--- config.mk ---
export PLATFORM = sky130hd
export DESIGN_NAME = dsp_multiply_move_decoder
export DESIGN_NICKNAME = d
export VERILOG_FILES = /design/src/logic/dsp_decode_pkg.sv /design/src/logic/first_word_hold.sv /design/src/logic/dsp_multiply_move_decoder.sv
export VERILOG_INCLUDE_DIRS = /design/src /design/src/logic
export SDC_FILE = /design/constraint.sdc
export NUM_CORES = 1
export LEC_CHECK = 0
export ABC_AREA = 1
export BUFFER_PORTS_ARGS = -buffer_cell sky130_fd_sc_hd__clkbuf_2
export CORE_MARGIN = 8
export CORE_UTILIZATION = 47
export CTS_CLUSTER_DIAMETER = 40
export CTS_CLUSTER_SIZE = 28
export DETAILED_ROUTE_END_ITERATION = 7
export PLACE_DENSITY_LB_ADDON = 0.05
export SYNTH_ARGS = -nofsm -noshare
export SYNTH_HDL_FRONTEND = slang
export SYNTH_SLANG_ARGS = --single-unit
--- constraint.sdc ---
create_clock -name mclk_in -period 1.3 [get_ports mclk_in]
set_input_delay 0.325 -clock mclk_in [delete_from_list [all_inputs] [get_ports mclk_in]]
set_output_delay 0.325 -clock mclk_in [all_outputs]
set_load 0.01 [all_outputs]
--- src/logic/dsp_decode_defines.svh ---
// Opcode patterns, field positions and counts for the multiply/move decoder
// Functional notes
// RQ1: Pointer multiply with long immediate: two cycles, two words
// RQ2: Direct-address multiply: one cycle, two-bit operation
// RQ3: Pointer multiply-subtract takes immediate from second word
// RQ4: Register move: upper field destination, lower source
// RQ5: Register load from following long immediate word
// RQ6: Accumulator load from absolute address in word two
// RQ7: Accumulator low part stored to absolute address
// RQ8: Immediate shift: six-bit amount, source, destination fields
// RQ9: Exact tabulated cycles and words per instruction
// RQ10: Accumulator-select bit picks one of two accumulators
`ifndef DSP_DECODE_DEFINES_SVH
`define DSP_DECODE_DEFINES_SVH

// Opcode masks and match values
`define MUL_PTR_IMM_MASK   16'hF0E0
`define MUL_PTR_IMM_VAL    16'h8000
`define MUL_DIRECT_MASK    16'hF100
`define MUL_DIRECT_VAL     16'hE000
`define MSU_PTR_IMM_MASK   16'hFEE0
`define MSU_PTR_IMM_VAL    16'h90C0
`define MOV_REG_REG_MASK   16'hFC00
`define MOV_REG_REG_VAL    16'h5800
`define MOV_IMM_REG_MASK   16'hFEE0
`define MOV_IMM_REG_VAL    16'h5E00
`define ACC_ABS_MASK       16'hFEFF
`define LOAD_ACC_ABS_VAL   16'hD4B8
`define STORE_ACC_ABS_VAL  16'hD4BC
`define SHIFT_IMM_MASK     16'hF240
`define SHIFT_IMM_VAL      16'h9240

// Field positions
`define ACC_SEL_WIDE_BIT   11
`define ACC_SEL_NARROW_BIT 8
`define MUL_OP_HI          10
`define MUL_OP_LO          8
`define MUL_DIR_OP_HI      10
`define MUL_DIR_OP_LO      9
`define PTR_MOD_HI         4
`define PTR_MOD_LO         3
`define PTR_SEL_HI         2
`define PTR_SEL_LO         0
`define DIRECT_HI          7
`define DIRECT_LO          0
`define REG_DST_HI         9
`define REG_DST_LO         5
`define REG_SRC_HI         4
`define REG_SRC_LO         0
`define SHIFT_SRC_HI       11
`define SHIFT_SRC_LO       10
`define SHIFT_DST_HI       8
`define SHIFT_DST_LO       7
`define SHIFT_AMT_HI       5
`define SHIFT_AMT_LO       0

// Three-bit multiply operation codes; the direct multiply maps onto the first four
`define MUL_OP_MPY         3'h0
`define MUL_OP_MAC         3'h2
`define MUL_OP_MAA         3'h4
`define MUL_OP_MACSU       3'h6
`define MUL_OP_SUB         3'h7

// Cycle and word counts, zero word and direct-address pad
`define COUNT_ONE          2'h1
`define COUNT_TWO          2'h2
`define COUNT_ZERO         2'h0
`define WORD_ZERO          16'h0000
`define DIRECT_PAD         8'h00

`endif

--- src/logic/dsp_decode_pkg.sv ---
// Types shared by the multiply/move decoder
package dsp_decode_pkg;
    // Decoded instruction class
    typedef enum logic [3:0] {
        OPC_NONE,
        OPC_MUL_PTR_IMM,
        OPC_MUL_DIRECT,
        OPC_MSU_PTR_IMM,
        OPC_MOV_REG_REG,
        OPC_MOV_IMM_REG,
        OPC_LOAD_ACC_ABS,
        OPC_STORE_ACC_ABS,
        OPC_SHIFT_IMM
    } op_class_t;

    // Sequencer state
    typedef enum logic {
        ST_IDLE,
        ST_WAIT_EXT
    } dec_state_t;
endpackage

--- src/logic/first_word_hold.sv ---
// Holds the first word of a two-word instruction until its extension arrives
`include "dsp_decode_defines.svh"
module first_word_hold (
    // Clock and reset
    input  wire logic        mclk_in,
    input  wire logic        reset_in,
    // Capture side
    input  wire logic        load_in,
    input  wire logic [15:0] word_in,
    // Held word
    output logic      [15:0] held_out
);
    // Capture on load, clear on reset
    always_ff @(posedge mclk_in) begin
        if (reset_in) begin
            held_out <= `WORD_ZERO;
        end else if (load_in) begin
            held_out <= word_in;
        end
    end
endmodule // first_word_hold

--- src/logic/dsp_multiply_move_decoder.sv ---
// Decoder for multiply, multiply-subtract, immediate shift and move encodings
`include "dsp_decode_defines.svh"
module dsp_multiply_move_decoder (
    // Clock and reset
    input  wire logic                      mclk_in,
    input  wire logic                      reset_in,
    // Fetched instruction words
    input  wire logic                      word_valid_in,
    input  wire logic [15:0]               word_in,
    // Issue strobe and status
    output logic                           issue_out,
    output logic                           unsupported_out,
    output logic                           busy_out,
    output dsp_decode_pkg::op_class_t      op_class_out,
    output logic [1:0]                     cycles_out,
    output logic [1:0]                     words_out,
    // Operand selects
    output logic                           primary_accumulator_sel_out,
    output logic [2:0]                     mul_op_out,
    output logic [2:0]                     pointer_register_sel_out,
    output logic [1:0]                     pointer_modify_out,
    output logic [4:0]                     dst_reg_out,
    output logic [4:0]                     src_reg_out,
    output logic [1:0]                     shift_src_out,
    output logic [1:0]                     shift_dst_out,
    output logic [5:0]                     shift_amount_out,
    // Immediate and address operands
    output logic [15:0]                    imm_out,
    output logic [15:0]                    direct_addr_out
);
    dsp_decode_pkg::dec_state_t state;       // Sequencer state
    dsp_decode_pkg::op_class_t  pend_class;  // Class awaiting extension word
    dsp_decode_pkg::op_class_t  cls_now;     // Class of the word on the input
    logic [15:0]                held_word;   // First word of a pending pair
    logic                       take_first;  // First word taken this cycle
    logic                       take_ext;    // Extension word taken this cycle

    // Classify one instruction word
    function automatic dsp_decode_pkg::op_class_t classify(input logic [15:0] w);
        if ((w & `MUL_PTR_IMM_MASK) == `MUL_PTR_IMM_VAL) begin
            classify = dsp_decode_pkg::OPC_MUL_PTR_IMM;
        end else if ((w & `MUL_DIRECT_MASK) == `MUL_DIRECT_VAL) begin
            classify = dsp_decode_pkg::OPC_MUL_DIRECT;
        end else if ((w & `MSU_PTR_IMM_MASK) == `MSU_PTR_IMM_VAL) begin
            classify = dsp_decode_pkg::OPC_MSU_PTR_IMM;
        end else if ((w & `MOV_REG_REG_MASK) == `MOV_REG_REG_VAL) begin
            classify = dsp_decode_pkg::OPC_MOV_REG_REG;
        end else if ((w & `MOV_IMM_REG_MASK) == `MOV_IMM_REG_VAL) begin
            classify = dsp_decode_pkg::OPC_MOV_IMM_REG;
        end else if ((w & `ACC_ABS_MASK) == `LOAD_ACC_ABS_VAL) begin
            classify = dsp_decode_pkg::OPC_LOAD_ACC_ABS;
        end else if ((w & `ACC_ABS_MASK) == `STORE_ACC_ABS_VAL) begin
            classify = dsp_decode_pkg::OPC_STORE_ACC_ABS;
        end else if ((w & `SHIFT_IMM_MASK) == `SHIFT_IMM_VAL) begin
            classify = dsp_decode_pkg::OPC_SHIFT_IMM;
        end else begin
            classify = dsp_decode_pkg::OPC_NONE;
        end
    endfunction

    // Classes that need a second program word
    function automatic logic two_words(input dsp_decode_pkg::op_class_t c);
        two_words = (c == dsp_decode_pkg::OPC_MUL_PTR_IMM)  ||
                    (c == dsp_decode_pkg::OPC_MSU_PTR_IMM)  ||
                    (c == dsp_decode_pkg::OPC_MOV_IMM_REG)  ||
                    (c == dsp_decode_pkg::OPC_LOAD_ACC_ABS) ||
                    (c == dsp_decode_pkg::OPC_STORE_ACC_ABS);
    endfunction

    // Map the two-bit direct multiply field onto the three-bit codes
    function automatic logic [2:0] direct_mul_op(input logic [1:0] f);
        case (f)
            2'h0:    direct_mul_op = `MUL_OP_MPY;
            2'h1:    direct_mul_op = `MUL_OP_MAC;
            2'h2:    direct_mul_op = `MUL_OP_MAA;
            default: direct_mul_op = `MUL_OP_MACSU;
        endcase
    endfunction

    assign cls_now    = classify(word_in);
    assign take_first = (state == dsp_decode_pkg::ST_IDLE) && word_valid_in;
    assign take_ext   = (state == dsp_decode_pkg::ST_WAIT_EXT) && word_valid_in;

    // First word kept for the extension cycle
    first_word_hold u_first_word_hold (
        .mclk_in  (mclk_in),
        .reset_in (reset_in),
        .load_in  (take_first),
        .word_in  (word_in),
        .held_out (held_word)
    );

    // Sequencer: a two-word class waits for the extension word
    always_ff @(posedge mclk_in) begin
        if (reset_in) begin
            state <= dsp_decode_pkg::ST_IDLE;
        end else begin
            case (state)
                dsp_decode_pkg::ST_IDLE: begin
                    if (word_valid_in && two_words(cls_now)) begin
                        state <= dsp_decode_pkg::ST_WAIT_EXT; // RQ9
                    end
                end
                default: begin
                    if (word_valid_in) begin
                        state <= dsp_decode_pkg::ST_IDLE;
                    end
                end
            endcase
        end
    end

    // Pending class for the extension cycle
    always_ff @(posedge mclk_in) begin
        if (reset_in) begin
            pend_class <= dsp_decode_pkg::OPC_NONE;
        end else if (take_first) begin
            pend_class <= cls_now;
        end
    end

    // Busy while a pair is incomplete
    always_ff @(posedge mclk_in) begin
        if (reset_in) begin
            busy_out <= 1'b0;
        end else if (take_first) begin
            busy_out <= two_words(cls_now);
        end else if (take_ext) begin
            busy_out <= 1'b0;
        end
    end

    // Issue strobe, class, counts and operand fields
    always_ff @(posedge mclk_in) begin
        if (reset_in) begin
            issue_out                   <= 1'b0;
            unsupported_out             <= 1'b0;
            op_class_out                <= dsp_decode_pkg::OPC_NONE;
            cycles_out                  <= `COUNT_ZERO;
            words_out                   <= `COUNT_ZERO;
            primary_accumulator_sel_out <= 1'b0;
            mul_op_out                  <= `MUL_OP_MPY;
            pointer_register_sel_out    <= 3'h0;
            pointer_modify_out          <= 2'h0;
            dst_reg_out                 <= 5'h00;
            src_reg_out                 <= 5'h00;
            shift_src_out               <= 2'h0;
            shift_dst_out               <= 2'h0;
            shift_amount_out            <= 6'h00;
            imm_out                     <= `WORD_ZERO;
            direct_addr_out             <= `WORD_ZERO;
        end else begin
            issue_out       <= 1'b0;
            unsupported_out <= 1'b0;
            if (take_first) begin
                // Words outside this group are flagged and not issued
                unsupported_out <= (cls_now == dsp_decode_pkg::OPC_NONE);
                issue_out       <= (cls_now != dsp_decode_pkg::OPC_NONE) && !two_words(cls_now);
                op_class_out    <= cls_now;
                cycles_out      <= two_words(cls_now) ? `COUNT_TWO : `COUNT_ONE; // RQ9
                words_out       <= two_words(cls_now) ? `COUNT_TWO : `COUNT_ONE; // RQ9
                case (cls_now)
                    dsp_decode_pkg::OPC_MUL_PTR_IMM: begin
                        primary_accumulator_sel_out <= word_in[`ACC_SEL_WIDE_BIT]; // RQ10
                        mul_op_out               <= word_in[`MUL_OP_HI:`MUL_OP_LO]; // RQ1
                        pointer_modify_out       <= word_in[`PTR_MOD_HI:`PTR_MOD_LO];
                        pointer_register_sel_out <= word_in[`PTR_SEL_HI:`PTR_SEL_LO];
                    end
                    dsp_decode_pkg::OPC_MUL_DIRECT: begin
                        primary_accumulator_sel_out <= word_in[`ACC_SEL_WIDE_BIT]; // RQ10
                        mul_op_out      <= direct_mul_op(word_in[`MUL_DIR_OP_HI:`MUL_DIR_OP_LO]); // RQ2
                        direct_addr_out <= {`DIRECT_PAD, word_in[`DIRECT_HI:`DIRECT_LO]}; // RQ2
                    end
                    dsp_decode_pkg::OPC_MSU_PTR_IMM: begin
                        primary_accumulator_sel_out <= word_in[`ACC_SEL_NARROW_BIT]; // RQ10
                        mul_op_out               <= `MUL_OP_SUB; // RQ3
                        pointer_modify_out       <= word_in[`PTR_MOD_HI:`PTR_MOD_LO];
                        pointer_register_sel_out <= word_in[`PTR_SEL_HI:`PTR_SEL_LO];
                    end
                    dsp_decode_pkg::OPC_MOV_REG_REG: begin
                        dst_reg_out <= word_in[`REG_DST_HI:`REG_DST_LO]; // RQ4
                        src_reg_out <= word_in[`REG_SRC_HI:`REG_SRC_LO]; // RQ4
                    end
                    dsp_decode_pkg::OPC_MOV_IMM_REG: begin
                        dst_reg_out <= word_in[`REG_SRC_HI:`REG_SRC_LO]; // RQ5
                    end
                    dsp_decode_pkg::OPC_LOAD_ACC_ABS,
                    dsp_decode_pkg::OPC_STORE_ACC_ABS: begin
                        primary_accumulator_sel_out <= word_in[`ACC_SEL_NARROW_BIT]; // RQ10
                    end
                    dsp_decode_pkg::OPC_SHIFT_IMM: begin
                        shift_src_out    <= word_in[`SHIFT_SRC_HI:`SHIFT_SRC_LO]; // RQ8
                        shift_dst_out    <= word_in[`SHIFT_DST_HI:`SHIFT_DST_LO]; // RQ8
                        shift_amount_out <= word_in[`SHIFT_AMT_HI:`SHIFT_AMT_LO]; // RQ8
                    end
                    default: begin
                        // Nothing to select for unsupported words
                    end
                endcase
            end else if (take_ext) begin
                // Second word completes the instruction
                issue_out <= 1'b1; // RQ9
                // Class is taken again from the held first word
                case (classify(held_word))
                    dsp_decode_pkg::OPC_LOAD_ACC_ABS,
                    dsp_decode_pkg::OPC_STORE_ACC_ABS: begin
                        direct_addr_out <= word_in; // RQ6 RQ7
                    end
                    default: begin
                        imm_out <= word_in; // RQ1 RQ3 RQ5
                    end
                endcase
            end
        end
    end
endmodule // dsp_multiply_move_decoder

==> impl_results.md <==
- Status: complete, but fails checks
- Failing checks: negative setup slack
- Post-synth top area cell: dfxtp_1
- Post-synthesis register bit count: 85
- Compound-Gate Fraction of Synth Area: 17.23%
- Die height: 101.9 um
- Cells on Worst Hold Path: 3
- Synth Area in Simple Gates: 26.17%
- FILL cells: 599
- Vias: 3909
- # rows: 31
- Count of final setup violators: 41
- Vias in the first global route: 3945
- Crit Path Class: register to register
- Hold endpoint: direct_addr_out[12]
- CTS root buf: clkbuf_8
- Reg-to-reg endpoint: imm_out[13]
- IO Port Bufs: 90
- Layout cells sized above 1: 44.08%
- N_diodes: 0
- Critical-path maximum fanout: 8
- Min-delay src: word_in[12]
- M1 GR Usage: 29.47%
- Synth Cell Area: 3471 sq um
- DP HPWL: 8814 um
- Initial antenna violation count: 0
- RSZ-0062 raised after global routing: true
- Starting Density: 48.11%
- Hold Crit Class: input port to register
- Fin crit share: 108.6%
- Fin cells: 732
- Synth area leaders: dfxtp_1 49%, nand2_1 12%, a21oi_1 11%, nand3_1 7.1%, o21ai_0 3.6%
- FF-to-FF path depth: 6
- Post-synth cell types: 26
- Largest family of logic cells by synthesized area: simple AND/OR/NAND/NOR gates
- Max Slew Vio Count: 0
- Number of CTS-inserted buffers: 9
- Sequential area share after synthesis: 49.03%
- Syn_area_per_cell: 7.432 sq um
- Synth Area in Adders: 0%
- Synth warn: 0
- Placed insts: 702
- Met2 Track Usage GR: 40.09%
- Gr usage total: 24.00%
- Post-Synth XOR/XNOR Area: 0%
- Cell Pwr Density: 1027 nW/um^2
- Core Region: 7214 sq um
- R2R setup slack: -110 ps
- First-pass GRT wire length: 19570 um
- Layout Nets: 647
- CP Launch Type: register
- CP Capture Type: register
- GPL Wtd Cong: 0.9287
- Peak VDD IR: 0.7129 mV
- Final period demand of the worst path: 1412 ps
- Yosys top cell area share: 49.03%
- Max-cap violations: 0
- Largest net degree at the start of global routing: 44
- TritonCTS Sinks: 85
- Worst EP arrival: 1650 ps
- Die ar.: 10390 sq um
- Clock-pin slew on the worst setup and hold paths: 90 ps
- Iteration-0 DRC Markers: 233
- Final WS setup: -112.0 ps
- H-Tree Depth: 3
- I/O Pins: 91
- Cells after Synth: 467
- Worst-Margin Slew: 332.7 ps
- Fin util: 72.82%
- TritonCTS clock tree: done
- WL/cell: 17.39 um
- Residual DRC count: 0
- LEAKAGE: 2.277 nW
- Via density: 5.340
- Deepest clock path buffer count: 2
- Maximum clock rate: 0.7082 GHz
- Worst reg2reg startpoint: u_first_word_hold.held_out[7]
- Hold slack: 308.7 ps
- Area growth syn-to-layout: 51.37%
- Total grt overflow: 0
- Mapped Nets: 486
- Horiz. Die Dim: 101.9 um
- Clk_lat worst skew: 350 ps
- Worst Skew: 11.41 ps
- Drt total wl: 12730 um
- Hold Buf Count CTS: 0
- DR pass1 iterations: 5
- Gr busiest metal: met2
- Slew HR: 77.63%
- Worst EP required: 1540 ps
- GR Layer Usage met3: 5.109%
- Fin. Hold Viols: 0
- Mux share of post-synthesis cell area: 0%
- Routed Antenna Nets: 0
## registers in the layout, summed over array words and instances, names as in the netlist, 3 cells and up
name                        cells
mul_op_out                      3
op_class_out                    4
src_reg_out                     5
u_first_word_hold.held_out     14
shift_amount_out                6
imm_out                        16
pointer_register_sel_out        3
dst_reg_out                     5
direct_addr_out                16
## cell usage after synthesis, drive strengths merged
library cell  count
a21oi            77
o21ai            26
clkinv            2
nand3            51
clkbuf           17
nor3              4
nor4              2
inv              29
nor2             30
nand2           111
dfxtp            85
buf              15
o22ai             5
nor3b             1
a31oi             1
nand4             7
a211oi            4
## repair_timing
item,CTS,global route
setup endpoints to repair,60,66
cloned,1,2
pin swaps,5,25
setup buffers,0,11
endpoints found under the hold margin,0,0
resized for setup,24,83
## critical path, stage by stage (launching register included)
cell and delay (ps):
dfxtp_1 370, nand4_1 150, nor3b_2 230, nand2_2 200, clkbuf_16 220, nand3_1 70
a21oi_1 70
## metrics by stage
| stage | worst slack, ps | power (W) | cell area [sq um] | setup TNS (ps) |
|---|---|---|---|---|
| floorplan | -11.53 | 0.002949 | 3546 | -11.53 |
| global placement | -397.7 | 0.003211 | 4538 | -15340 |
| CTS | -98.95 | 0.005328 | 4866 | -1143 |
| finish | -112.0 | 0.005398 | 5254 | -2257 |
| global route | -182.2 | 0.005583 | 5254 | -6508 |
| detailed placement | -377.1 | 0.003215 | 4538 | -16280 |
## worst max-delay path by stage
stage / startpoint / to / slack [ps] / cells past startpoint
4_1_cts: u_first_word_hold.held_out[4] / direct_addr_out[7] / -100 / 7
2_1_floorplan: word_in[13] / src_reg_out[3] / -10 / 8
3_3_place_gp: word_in[14] / mul_op_out[0] / -400 / 8
5_1_grt: u_first_word_hold.held_out[0] / direct_addr_out[13] / -180 / 8
3_5_place_dp: word_in[13] / shift_amount_out[2] / -380 / 9
6_report: u_first_word_hold.held_out[7] / imm_out[13] / -110 / 6
## report_power, final
group          internal [W]  switching, W  total, W
sequential          0.00265     0.0000302   0.00268
combinational      0.000233      0.000338  0.000572
clock               0.00119      0.000962   0.00215
total               0.00407       0.00133   0.00540
## placed cells by master (no fill, tap or decap), types with 3 or more instances in the layout
cell type | Yosys | final
clkinvlp_4 | 0 | 3
nor2_4 | 2 | 5
o22ai_1 | 5 | 3
nand4_1 | 7 | 7
nand3_2 | 1 | 8
nand2_2 | 1 | 11
a21oi_1 | 76 | 66
buf_4 | 4 | 74
nand2_1 | 110 | 94
inv_1 | 29 | 25
a211oi_2 | 0 | 3
clkbuf_8 | 0 | 11
nor2_2 | 0 | 10
nand2_4 | 0 | 7
dfxtp_2 | 0 | 5
clkbuf_2 | 0 | 88
o21ai_0 | 25 | 15
buf_6 | 0 | 12
o21ai_1 | 0 | 4
a21oi_2 | 0 | 10
nor2_1 | 28 | 15
dfxtp_1 | 85 | 79
o21ai_2 | 1 | 6
nand3_1 | 49 | 41
inv_2 | 0 | 3
## metal layers
metal  wire [um]  share of wire (%)
met1        5454                 43
met2        6213                 49
met3         802                6.3
met4         261                2.1
met5           0                  0
## logic make-up (layout without fill, tap and decap cells)
group | count (synthesis) | after routing
buf+inv | 63 | 228
compound gates | 113 | 113
simple gates | 206 | 207
flops | 85 | 85
## final cells by class
type                            count  area [sq um]  area share (%)
Clock buffer                       11         151.4           2.882
Clock inverter                      5         82.58           1.572
Inverter                           31         123.9           2.358
Multi-Input combinational cell    320          1809           34.44
Sequential cell                    85          1712           32.58
Tap cell                           99         123.9           2.358
Timing Repair Buffer              181          1251           23.82
Power figures use the tool's default switching activity.
